==> config.mk <==
export PLATFORM = sky130hd
export DESIGN_NAME = imu_output_regs
export DESIGN_NICKNAME = d
export VERILOG_FILES = /design/src/hdl/imu_out_pkg.sv /design/src/hdl/sat_shift.sv /design/src/hdl/spi_frame_port.sv /design/src/hdl/imu_output_regs.sv
export VERILOG_INCLUDE_DIRS = /design/src /design/src/hdl
export SDC_FILE = /design/constraint.sdc
export NUM_CORES = 1
export LEC_CHECK = 0
export ABC_AREA = 1
export BUFFER_PORTS_ARGS = -buffer_cell sky130_fd_sc_hd__buf_2
export CAP_MARGIN = 20
export CORE_MARGIN = 2
export CORE_UTILIZATION = 46
export CTS_BUF_LIST = sky130_fd_sc_hd__clkbuf_4 sky130_fd_sc_hd__clkbuf_8 sky130_fd_sc_hd__clkbuf_16
export DETAILED_ROUTE_END_ITERATION = 16
export GPL_TIMING_DRIVEN = 0
export PLACE_DENSITY = 0.66
export SKIP_CTS_REPAIR_TIMING = 1
export SLEW_MARGIN = 30
export SYNTH_ARGS = -nofsm -noshare
export SYNTH_HDL_FRONTEND = slang
export SYNTH_SLANG_ARGS = --single-unit
==> constraint.sdc <==
create_clock -name clk_i -period 6.28 [get_ports clk_i]
set_input_delay 0.942 -clock clk_i [delete_from_list [all_inputs] [get_ports clk_i]]
set_output_delay 0.942 -clock clk_i [all_outputs]
set_load 0.01 [all_outputs]
==> src/hdl/imu_out_params.svh <==
// Constants of the inertial output data registers: offsets, limits, scales.
// Assumes inclusion by bare name from every design file that needs them.
`ifndef IMU_OUT_PARAMS_SVH
`define IMU_OUT_PARAMS_SVH

// Byte addresses of the output words, low byte of each pair
`define OFS_X_RATE_LOW    7'h04
`define OFS_X_RATE_HIGH   7'h06
`define OFS_Y_RATE_LOW    7'h08
`define OFS_Y_RATE_HIGH   7'h0a
`define OFS_Z_RATE_LOW    7'h0c
`define OFS_Z_RATE_HIGH   7'h0e
`define OFS_X_ACCEL_LOW   7'h10
`define OFS_X_ACCEL_HIGH  7'h12

// Reset value of every output word and of the read response
`define OUT_WORD_RESET    16'h0000

// Full-scale high words
`define RATE_FS_POS       16'h4e20
`define RATE_FS_NEG       16'hb1e0
`define ACCEL_FS_POS      16'h7d00
`define ACCEL_FS_NEG      16'h8300

// Scale factor per high-word count, micro-deg/s and micro-g
`define RATE_SCALE_125_UDPS   6250
`define RATE_SCALE_500_UDPS   25000
`define RATE_SCALE_2000_UDPS  100000
`define ACCEL_SCALE_UG        250

// Serial frame layout
`define FRAME_BITS        5'd16
`define FRAME_READ_BIT    15
`define FRAME_ADDR_MSB    14
`define FRAME_ADDR_LSB    8

`endif

==> src/hdl/imu_out_pkg.sv <==
// Types shared by the inertial output data register block.
// Assumes nothing beyond a SystemVerilog compiler.
package imu_out_pkg;

   typedef logic [15:0] word_t;
   typedef logic [31:0] wide_t;
   typedef logic [6:0]  addr_t;

   // Gyroscope range model, fixed by the strap pins
   typedef enum logic [2:0] {
      MODEL_125  = 3'b001,
      MODEL_500  = 3'b010,
      MODEL_2000 = 3'b100
   } range_model_e;

   // Serial port frame state
   typedef enum logic [1:0] {
      LINK_IDLE  = 2'b01,
      LINK_FRAME = 2'b10
   } link_state_e;

endpackage

==> src/hdl/sat_shift.sv <==
// Arithmetic right shift with two's complement clamp to a full-scale pair.
// Assumes a 32-bit signed input in finer units than the output count.
`timescale 1ns/1ps
`default_nettype none

module sat_shift #(
   parameter logic [15:0] LIMIT_POS = 16'h7fff,
   parameter logic [15:0] LIMIT_NEG = 16'h8000
) (
   input  wire  logic [31:0] data_i,
   input  wire  logic [2:0]  shift_i,
   output logic        [31:0] data_o
);

   logic signed [31:0] shifted;
   logic signed [31:0] lim_pos;
   logic signed [31:0] lim_neg;

   // Clamp keeps the low word zero at full scale, so the pair stays exact
   always_comb begin
      shifted = $signed(data_i) >>> shift_i;
      lim_pos = $signed({LIMIT_POS, 16'h0000});
      lim_neg = $signed({LIMIT_NEG, 16'h0000});
      if (shifted > lim_pos) begin
         data_o = lim_pos;
      end else if (shifted < lim_neg) begin
         data_o = lim_neg;
      end else begin
         data_o = shifted;
      end
   end

endmodule

`default_nettype wire

==> src/hdl/spi_frame_port.sv <==
// Serial port of the output registers: 16-bit frames, clock idles high.
// Assumes pin inputs asynchronous to clk_i and sclk at most clk_i / 8.
`timescale 1ns/1ps
`default_nettype none
`include "imu_out_params.svh"

module spi_frame_port (
   input  wire  logic               clk_i,
   input  wire  logic               resetn_i,
   input  wire  logic               sclk_i,
   input  wire  logic               cs_n_i,
   input  wire  logic               mosi_i,
   input  wire  imu_out_pkg::word_t tx_word_i,
   output logic                     miso_o,
   output logic                     miso_oe_o,
   output logic                     cmd_valid_o,
   output logic                     cmd_read_o,
   output imu_out_pkg::addr_t       cmd_addr_o
);
   import imu_out_pkg::*;

   logic [2:0]  sclk_sync_reg;
   logic [2:0]  cs_sync_reg;
   logic [1:0]  mosi_sync_reg;
   link_state_e state_reg;
   logic [4:0]  bit_cnt_reg;
   word_t       rx_shift_reg;
   word_t       tx_shift_reg;
   logic        sclk_rise;
   logic        sclk_fall;
   logic        cs_fall;
   logic        cs_rise;

   // Pin synchronisers; stage 0 feeds only stage 1, edges use stages 1 and 2
   always_ff @(posedge clk_i) begin
      if (!resetn_i) begin
         sclk_sync_reg <= 3'h7;
         cs_sync_reg   <= 3'h7;
         mosi_sync_reg <= 2'h0;
      end else begin
         sclk_sync_reg <= {sclk_sync_reg[1:0], sclk_i};
         cs_sync_reg   <= {cs_sync_reg[1:0], cs_n_i};
         mosi_sync_reg <= {mosi_sync_reg[0], mosi_i};
      end
   end

   assign sclk_rise = sclk_sync_reg[1] & ~sclk_sync_reg[2];
   assign sclk_fall = ~sclk_sync_reg[1] & sclk_sync_reg[2];
   assign cs_fall   = ~cs_sync_reg[1] & cs_sync_reg[2];
   assign cs_rise   = cs_sync_reg[1] & ~cs_sync_reg[2];

   // Frame engine: sample on rising sclk, shift out on falling sclk
   always_ff @(posedge clk_i) begin
      if (!resetn_i) begin
         state_reg    <= LINK_IDLE;
         bit_cnt_reg  <= 5'h00;
         rx_shift_reg <= `OUT_WORD_RESET;
         tx_shift_reg <= `OUT_WORD_RESET;
         miso_o       <= 1'b0;
         miso_oe_o    <= 1'b0;
         cmd_valid_o  <= 1'b0;
         cmd_read_o   <= 1'b0;
         cmd_addr_o   <= 7'h00;
      end else begin
         cmd_valid_o <= 1'b0;
         unique case (state_reg)
            LINK_IDLE: begin
               if (cs_fall) begin
                  state_reg    <= LINK_FRAME;
                  bit_cnt_reg  <= 5'h00;
                  tx_shift_reg <= tx_word_i;
                  miso_o       <= tx_word_i[15];
                  miso_oe_o    <= 1'b1;
               end
            end
            LINK_FRAME: begin
               if (cs_rise) begin
                  state_reg <= LINK_IDLE;
                  miso_oe_o <= 1'b0;
                  // A frame of any other length is dropped whole
                  if (bit_cnt_reg == `FRAME_BITS) begin
                     cmd_valid_o <= 1'b1;
                     cmd_read_o  <= ~rx_shift_reg[`FRAME_READ_BIT];
                     cmd_addr_o  <= rx_shift_reg[`FRAME_ADDR_MSB:`FRAME_ADDR_LSB];
                  end
               end else begin
                  if (sclk_rise) begin
                     rx_shift_reg <= {rx_shift_reg[14:0], mosi_sync_reg[1]};
                     if (bit_cnt_reg != 5'h1f) begin
                        bit_cnt_reg <= bit_cnt_reg + 5'h01;
                     end
                  end
                  if (sclk_fall) begin
                     miso_o       <= tx_shift_reg[15];
                     tx_shift_reg <= {tx_shift_reg[14:0], 1'b0};
                  end
               end
            end
         endcase
      end
   end

endmodule

`default_nettype wire

==> src/hdl/imu_output_regs.sv <==
// Output data registers: three rate axes and the X acceleration axis.
// Assumes raw samples arrive on clk_i with a one-cycle valid strobe and
// that a serial host reads the words over the four-wire frame port.
`timescale 1ns/1ps
`default_nettype none
`include "imu_out_params.svh"

// Contract
// - Rate high word two's complement, zero is zero
// - Scale per count follows the range model
// - Rate full scale clamps to plus/minus 20000
// - Rate low word extends to 32-bit value
// - X rate low 0x04, high 0x06, read-only
// - Y rate low 0x08, high 0x0A, read-only
// - Z rate low 0x0C, high 0x0E, read-only
// - Accel high word 0.25 mg, clamps 32000
// - Accel 32-bit pair full scale 0x7D000000
// - X accel high word at 0x12, read-only
module imu_output_regs (
   input  wire  logic                     clk_i,
   input  wire  logic                     resetn_i,
   input  wire  logic [1:0]               range_model_i,
   input  wire  logic                     sample_valid_i,
   input  wire  imu_out_pkg::wide_t       rate_x_raw_i,
   input  wire  imu_out_pkg::wide_t       rate_y_raw_i,
   input  wire  imu_out_pkg::wide_t       rate_z_raw_i,
   input  wire  imu_out_pkg::wide_t       accel_x_raw_i,
   input  wire  logic                     sclk_i,
   input  wire  logic                     cs_n_i,
   input  wire  logic                     mosi_i,
   output logic                           miso_o,
   output logic                           miso_oe_o,
   output imu_out_pkg::range_model_e      range_model_o
);
   import imu_out_pkg::*;

   localparam int CHANNELS = 4;
   localparam int ACCEL_CH = 3;

   // Shift from the finest scale to each model's scale, derived from scales
   localparam logic [2:0] SHIFT_125  = 3'h0;
   localparam logic [2:0] SHIFT_500  =
      3'($clog2(`RATE_SCALE_500_UDPS / `RATE_SCALE_125_UDPS));
   localparam logic [2:0] SHIFT_2000 =
      3'($clog2(`RATE_SCALE_2000_UDPS / `RATE_SCALE_125_UDPS));

   logic [1:0]             strap_meta_reg;
   logic [1:0]             strap_sync_reg;
   logic                   strap_taken_reg;
   range_model_e           model_reg;
   logic [2:0]             rate_shift;
   wide_t [CHANNELS-1:0]   raw_arr;
   wide_t [CHANNELS-1:0]   scaled_arr;
   wide_t [CHANNELS-1:0]   chan_reg;
   word_t                  resp_reg;
   logic                   cmd_valid;
   logic                   cmd_read;
   addr_t                  cmd_addr;

   // Strap pins to range model; both 1x codes fall to the widest range
   function automatic range_model_e model_decode(input logic [1:0] strap);
      range_model_e m;
      m = MODEL_2000;
      if (strap == 2'b00) begin
         m = MODEL_125;
      end else if (strap == 2'b01) begin
         m = MODEL_500;
      end
      return m;
   endfunction

   // Range model to right shift of the raw rate
   function automatic logic [2:0] model_shift(input range_model_e m);
      logic [2:0] s;
      s = SHIFT_125;
      unique case (m)
         MODEL_125:  s = SHIFT_125;
         MODEL_500:  s = SHIFT_500;
         MODEL_2000: s = SHIFT_2000;
         default:    s = SHIFT_125;
      endcase
      return s;
   endfunction

   // Read decode; odd addresses give the word of their pair
   function automatic word_t read_word(input addr_t a,
                                       input wide_t [CHANNELS-1:0] ch);
      word_t w;
      w = `OUT_WORD_RESET;
      case ({a[6:1], 1'b0})
         `OFS_X_RATE_LOW:   w = ch[0][15:0];
         `OFS_X_RATE_HIGH:  w = ch[0][31:16];
         `OFS_Y_RATE_LOW:   w = ch[1][15:0];
         `OFS_Y_RATE_HIGH:  w = ch[1][31:16];
         `OFS_Z_RATE_LOW:   w = ch[2][15:0];
         `OFS_Z_RATE_HIGH:  w = ch[2][31:16];
         `OFS_X_ACCEL_LOW:  w = ch[ACCEL_CH][15:0];
         `OFS_X_ACCEL_HIGH: w = ch[ACCEL_CH][31:16];
         default:           w = `OUT_WORD_RESET;
      endcase
      return w;
   endfunction

   // Strap synchroniser, free of logic between its two stages
   always_ff @(posedge clk_i) begin
      if (!resetn_i) begin
         strap_meta_reg <= 2'h0;
         strap_sync_reg <= 2'h0;
      end else begin
         strap_meta_reg <= range_model_i;
         strap_sync_reg <= strap_meta_reg;
      end
   end

   // Model caught once, on the third edge after release; any earlier and the
   // second stage still holds its reset value, which always reads as 125
   logic [1:0] strap_wait_reg;
   always_ff @(posedge clk_i) begin
      if (!resetn_i) begin
         strap_wait_reg  <= 2'h0;
         strap_taken_reg <= 1'b0;
         model_reg       <= MODEL_125;
      end else begin
         strap_wait_reg <= {strap_wait_reg[0], 1'b1};
         if (strap_wait_reg[1] && !strap_taken_reg) begin
            strap_taken_reg <= 1'b1;
            model_reg       <= model_decode(strap_sync_reg);
         end
      end
   end

   assign range_model_o = model_reg;
   assign rate_shift    = model_shift(model_reg);
   assign raw_arr       = {accel_x_raw_i, rate_z_raw_i, rate_y_raw_i, rate_x_raw_i};

   // Scaling and clamping per channel; acceleration needs no shift
   genvar g;
   generate
      for (g = 0; g < CHANNELS; g++) begin : g_chan
         if (g < ACCEL_CH) begin : g_rate
            sat_shift #(
               .LIMIT_POS (`RATE_FS_POS),
               .LIMIT_NEG (`RATE_FS_NEG)
            ) u_sat (
               .data_i  (raw_arr[g]),
               .shift_i (rate_shift),
               .data_o  (scaled_arr[g])
            );
         end else begin : g_accel
            sat_shift #(
               .LIMIT_POS (`ACCEL_FS_POS),
               .LIMIT_NEG (`ACCEL_FS_NEG)
            ) u_sat (
               .data_i  (raw_arr[g]),
               .shift_i (3'h0),
               .data_o  (scaled_arr[g])
            );
         end
      end
   endgenerate

   // Whole 32-bit pairs load together; a read never sees half an update
   always_ff @(posedge clk_i) begin
      if (!resetn_i) begin
         chan_reg <= '0;
      end else if (sample_valid_i) begin
         chan_reg <= scaled_arr;
      end
   end

   // Serial frame port; answer of a read goes out in the following frame
   spi_frame_port u_port (
      .clk_i       (clk_i),
      .resetn_i    (resetn_i),
      .sclk_i      (sclk_i),
      .cs_n_i      (cs_n_i),
      .mosi_i      (mosi_i),
      .tx_word_i   (resp_reg),
      .miso_o      (miso_o),
      .miso_oe_o   (miso_oe_o),
      .cmd_valid_o (cmd_valid),
      .cmd_read_o  (cmd_read),
      .cmd_addr_o  (cmd_addr)
   );

   // Read response; writes are ignored since every word is read-only
   always_ff @(posedge clk_i) begin
      if (!resetn_i) begin
         resp_reg <= `OUT_WORD_RESET;
      end else if (cmd_valid && cmd_read) begin
         resp_reg <= read_word(cmd_addr, chan_reg);
      end
   end
endmodule

`default_nettype wire

### Word-level counts from Yosys, hierarchy flattened

Index checks and enable logic that the tools add are counted.

| cells by class | value |
|---|---|
| add/sub/neg operators | 1 |
| eq/ne operators | 21 |
| muxes and demuxes | 33 |
| shifts and indexed selects | 3 |
| bitwise operators | 10 |
| $lt $le $gt $ge | 8 |
| reductions and logical operators | 10 |

Operators with widths:

| kind | number |
|---|---|
| $mux W32 | 8 |
| $gt A32 B32 Y1 const B | 4 |
| $lt A32 B32 Y1 const B | 4 |
| $pmux W16 S8 | 1 |
| $sshr A32 B3 Y32 | 3 |
| $mux W16 | 3 |
| $pmux W16 S2 | 1 |
| $eq A6 B3 Y1 const B | 4 |
| $mux W5 | 4 |
| $eq A6 B2 Y1 const B | 2 |
| $eq A6 B4 Y1 const B | 2 |
| $reduce_and A3 Y1 | 4 |
| $ne A2 B1 Y1 const B | 5 |
| $pmux W5 S2 | 1 |
| $mux W1 | 7 |
| $mux W3 | 2 |
| $not A1 Y1 | 6 |
| $pmux W3 S2 | 1 |
| $add A5 B1 Y5 const B | 1 |
| $eq A5 B5 Y1 const B | 1 |
| $ne A5 B5 Y1 const B | 1 |
| $and A1 B1 Y1 | 4 |
| $eq A2 B1 Y1 const B | 2 |
| $mux W2 | 2 |
| other kinds (11) | 13 |

| storage, ports and cells | value |
|---|---|
| logic and storage cells | 109 |
| bits of input ports | 136 |
| output and inout port bits | 5 |
| register bits after elaboration | 212 |

### Logic depth before layout (Yosys ltp)

| depth | value |
|---|---|
| depth after elaboration | 6 |
| gate-level depth with buffers | 19 |
| depth with buffers taken out | 16 |

### Hierarchy

A second synthesis with hierarchy kept.

| unflattened totals | value |
|---|---|
| cell total of the unflattened synthesis | 2858 |
| area total of the unflattened synthesis | 16221.8 µm² |

By module, submodules not included:

| module | area each (µm²) | instances | cells an instance | sequential area each (µm²) |
|---|---|---|---|---|
| imu_output_regs | 6520.0 | 1 | 946 | 3083.0 |
| sat_shift at g_chan[0].g_rate.u_sat ... | 1801.7 | 3 | 403 | 0.0 |
| spi_frame_port | 2487.4 | 1 | 323 | 1141.1 |
| sat_shift at g_chan[3].g_accel.u_sat | 1809.2 | 1 | 380 | 0.0 |

### Worst setup path before layout

No wires, ideal clock.

| timing path | value |
|---|---|
| path kind | reg-to-reg |
| start point | register model_reg[2], in the netlist range_model_o[2] |
| end point | register chan_reg[85] (netlist bit) |
| cell stages (with the launch flop) | 17 |
| arrival | 2643 ps |
| clock period less this slack | 2713 ps |
| library setup time | 70 ps |
| data required time | 6210 ps |
| slack | 3567 ps |
| path through | dfxtp_1 > inv_2 > nand3_2 > clkbuf_1 > nand2_1 > nand3_1 > nand2_1 > nor2_1 > nand4_1 > a21oi_1 > o21ai_0 > ha_1 > inv_1 > nand2_1 > clkbuf_1 > o22ai_1 > a21oi_1 |

| on the way | value |
|---|---|
| word-level cells in the longest chain between the ends | 6 |
| elaborated cells between the ends (all ways) | 8 |
| classes of those cells | 2 x order compare; 2 x eq/ne; 1 x shift; 3 x mux |

Ends and longest elaborated chain:

| element | line | text |
|---|---|---|
| start: declaration | imu_output_regs.sv:50 | `range_model_e model_reg;` |
| start signal: assignment | imu_output_regs.sv:127 | `model_reg <= model_decode(strap_sync_reg);` |
| $eq A3 B3 Y1 or $eq A3 B2 Y1 (tied branches) | imu_output_regs.sv:76 | `unique case (m)` |
| $pmux W3 S2 * | imu_output_regs.sv:76 |  |
| $sshr A32 B3 Y32 * | sat_shift.sv:21 | `shifted = $signed(data_i) >>> shift_i;` |
| $lt A32 B32 Y1 | sat_shift.sv:26 | `end else if (shifted < lim_neg) begin` |
| $mux W32 | sat_shift.sv:26 |  |
| $mux W32 * | sat_shift.sv:24 | `if (shifted > lim_pos) begin` |
| end signal: assignment | imu_output_regs.sv:167 | `chan_reg <= scaled_arr;` |
| end: declaration | imu_output_regs.sv:54 | `wide_t [CHANNELS-1:0] chan_reg;` |

Mark *: on every way between the ends. The rest lies on a longest branch, timed or not.
A chain may end at the register's enable or synchronous reset.

### Worst setup path after layout

| timing path | value |
|---|---|
| start point | register model_reg[0], in the netlist range_model_o[0] |
| end point | register chan_reg[16] (netlist bit) |

The elaborated chain is that of the path after synthesis.

==> results.cfg <==
[final_layout]
post-route-util_pct = 53.7
nets = 2275
largest_register_ff_count = 128
antenna_cells = 0
num-fill-cells = 2727
stdcell_count = 2481
drive_gt1_share_pct = 10.9
syn2layout_area_growth_pct = 15.0

[critical_path]
cp-end-kind = register
crit_fanout = 10
cpMaxStageDelayCell = clkbuf_1
ff2ff_setup_slack_ns = 2.73
worst_path_largest_cell_delay_ns = 0.54
crit_path_cell_trace = clkinv_1, nand3_2, clkbuf_1, nand3_1, nand2_1, nand4_1, a21oi_1, o21ai_0, ha_1, inv_1, nand2_1, clkbuf_1, nor2_1, nand2_1, a21oi_1
path_common_cell = nand2_1
crit_arrival_ns = 3.97
worstSetupPathType = reg2reg
required_ns = 6.71
setup.worst_path.start_class = register

[power_and_ir_drop]
leakage_nw = 6.00
p_comb_share_pct = 15.5
switchingPower_uw = 898
power_mw = 3.20
p_per_area_nw_per_um2 = 230
power.internal_mw = 2.30
seq_power_share_pct = 45.0
clkPwrFrac_pct = 39.5
swShare_pct = 28.1
vdd_ir_drop_max_uv = 247

[drt]
drt-total-wl_um = 47500
first_iter_violations = 1372
final_antenna_net_count = 0
vias = 13900
drc = 0
wl_per_cell_um = 19.1
dr.pass1.iters = 7
drt-vias-per-instance = 5.60

[synth]
synth_top_cell_by_area = dfxtp_1
ys_types = 33
syn_inst = 1968
synth_top_area_share_pct = 34.8
synth_edf_count = 0
dominantRegCellSynth = dfxtp_1
syn-num-nets = 2111
ys_seq_area_share_pct = 34.8
synth.avg_cell_area_um2 = 6.14
synth-seq-cells = 210
synthTopCellsByArea = dfxtp_1 (35%), nand2_1 (19%), nand3_1 (12%)
syn_area_um2 = 12100
async_flop_share_pct = 0
yosys_warnings = 0

[placement]
dp.final_hpwl_um = 37500
place_inst = 2443
io_buffers = 140
gp_congestion = 1.03

[cts]
clk_pin_slew_ns = 0.06
cts_buffer_depth = 3
htreeDepth = 1
cts_tree = yes
cts-root-buf = clkbuf_16
cts_sinks = 210
numCtsBuffers = 22
clock_latency_ns = 0.50

[die]
io_pins = 141
coreArea_um2 = 25900
fp-row-count = 59
start_util_pct = 46.7
die_h_um = 166
die-area_um2 = 27600
die_w_um = 166

[global_route]
grt.total_usage_pct = 33.5
grt_overflow = 0
grt_start_max_net_pins = 14
grt_first_pass_wirelength_um = 73200
grt_pass1_vias = 13000
grt_antenna_before_repair = 0

[outcome]
status = complete, no violations

[timing]
hold_viol_final = 0
clock_skew_ns = 0.0116
timing.final.crit_share_pct = 56.5
setup_viol = 0
slew_violations = 0
tns_ns = 0
period_minus_slack_ns = 3.55
max_clock_freq_mhz = 282
worst_pin_slew_ns = 0.882
rsz0062_at_grt = no
whs_ns = 0.412
relSlewSlack_pct = 40.7

[worst_hold_path]
hp-class = reg2reg

[flow_run]
cap_violations = 0
layer usage:
layer / vias to the layer above / GRT usage, % / share of wire, %
li1: 6843 / - / -
met2: 639 / 54.2 / 44
met1: 6326 / 45.6 / 44
met4: 0 / 13.5 / 4.0
met3: 96 / 3.93 / 7.4
met5: - / 0 / 0
through the flow:
step                      setup slack (ns)  cell area (um2)
after global placement                2.79            13200
after CTS                             2.76            13900
after detailed placement              2.81            13200
after global routing                  2.39            13900
final                                 2.73            13900
after floorplan                       3.57            12100
layout by cell type (no fill, tap or decap), drive strengths merged:
master      n
clkinvlp    1
a21oi     189
o21bai      2
o31ai       3
nor2      131
nand3     288
nand2     613
a22o        2
o41ai       1
nand3b      2
dfxtp     210
o22ai       9
o211ai      2
inv       165
clkinv      6
a211oi      3
clkbuf    119
o2111ai    12
or2         4
nand4      44
buf       186
a31oi      19
ha          7
a22oi      20
nor3        9
nor4        3
o21ai      95
nor3b       1
critical path: cells and delay by family (launching register included):
family / cells / cell delay (ns)
compound gates: 3 / 0.36
fa+ha+maj: 1 / 0.31
buf+inv: 4 / 1.18
flops: 1 / 0.38
simple gates: 7 / 1.23
synth_stat cells, types with 4 or more instances:
library cell,n
a21oi_1,189
a22oi_1,20
a31oi_1,19
buf_1,5
buf_2,28
buf_4,13
clkbuf_1,85
dfxtp_1,210
ha_1,7
inv_1,160
inv_2,5
nand2_1,610
nand3_1,286
nand4_1,44
nor2_1,130
nor3_1,9
o2111ai_1,12
o21ai_0,95
o22ai_1,9
or2_2,4
cells by family after synthesis:
group	count (synthesis)	synth area share, %
flops	210	34.8
simple gates	1095	38.4
compound gates	357	16.2
buf+inv	299	9.98
fa+ha+maj	7	0.724
area by class of cell:
cell class / instances / area, um2 / area share (%)
clock buffer: 34 / 677 / 4.87
buffer: 131 / 576 / 4.14
clock inverter: 4 / 22.5 / 0.162
inverter: 168 / 631 / 4.53
tap: 335 / 419 / 3.01
sequential: 210 / 4200 / 30.2
timing repair buffer: 140 / 701 / 5.04
multi-input combinational: 1459 / 6680 / 48.0
final timing paths:
kind / start / cells after the start / to
setup reg to reg: range_model_o[0]$_SDFFE_PN1P_ / 15 / chan_reg[16]$_SDFFE_PN0P_
hold / removal: strap_meta_reg[1]$_SDFF_PN0_ / 2 / strap_sync_reg[1]$_SDFF_PN0_
hold reg to reg: strap_meta_reg[1]$_SDFF_PN0_ / 2 / strap_sync_reg[1]$_SDFF_PN0_
setup / recovery: range_model_o[0]$_SDFFE_PN1P_ / 15 / chan_reg[16]$_SDFFE_PN0P_
power by group through the flow:
stage	clock network [mW]	registers, mW	logic (mW)
floorplan	0	1.46	0.302
finish	1.26	1.44	0.495
detailed placement	0	1.47	0.481
global placement	0	1.46	0.475
CTS	1.27	1.44	0.483
global route	1.32	1.44	0.551
Note: power is estimated with default switching activity, not from simulation.
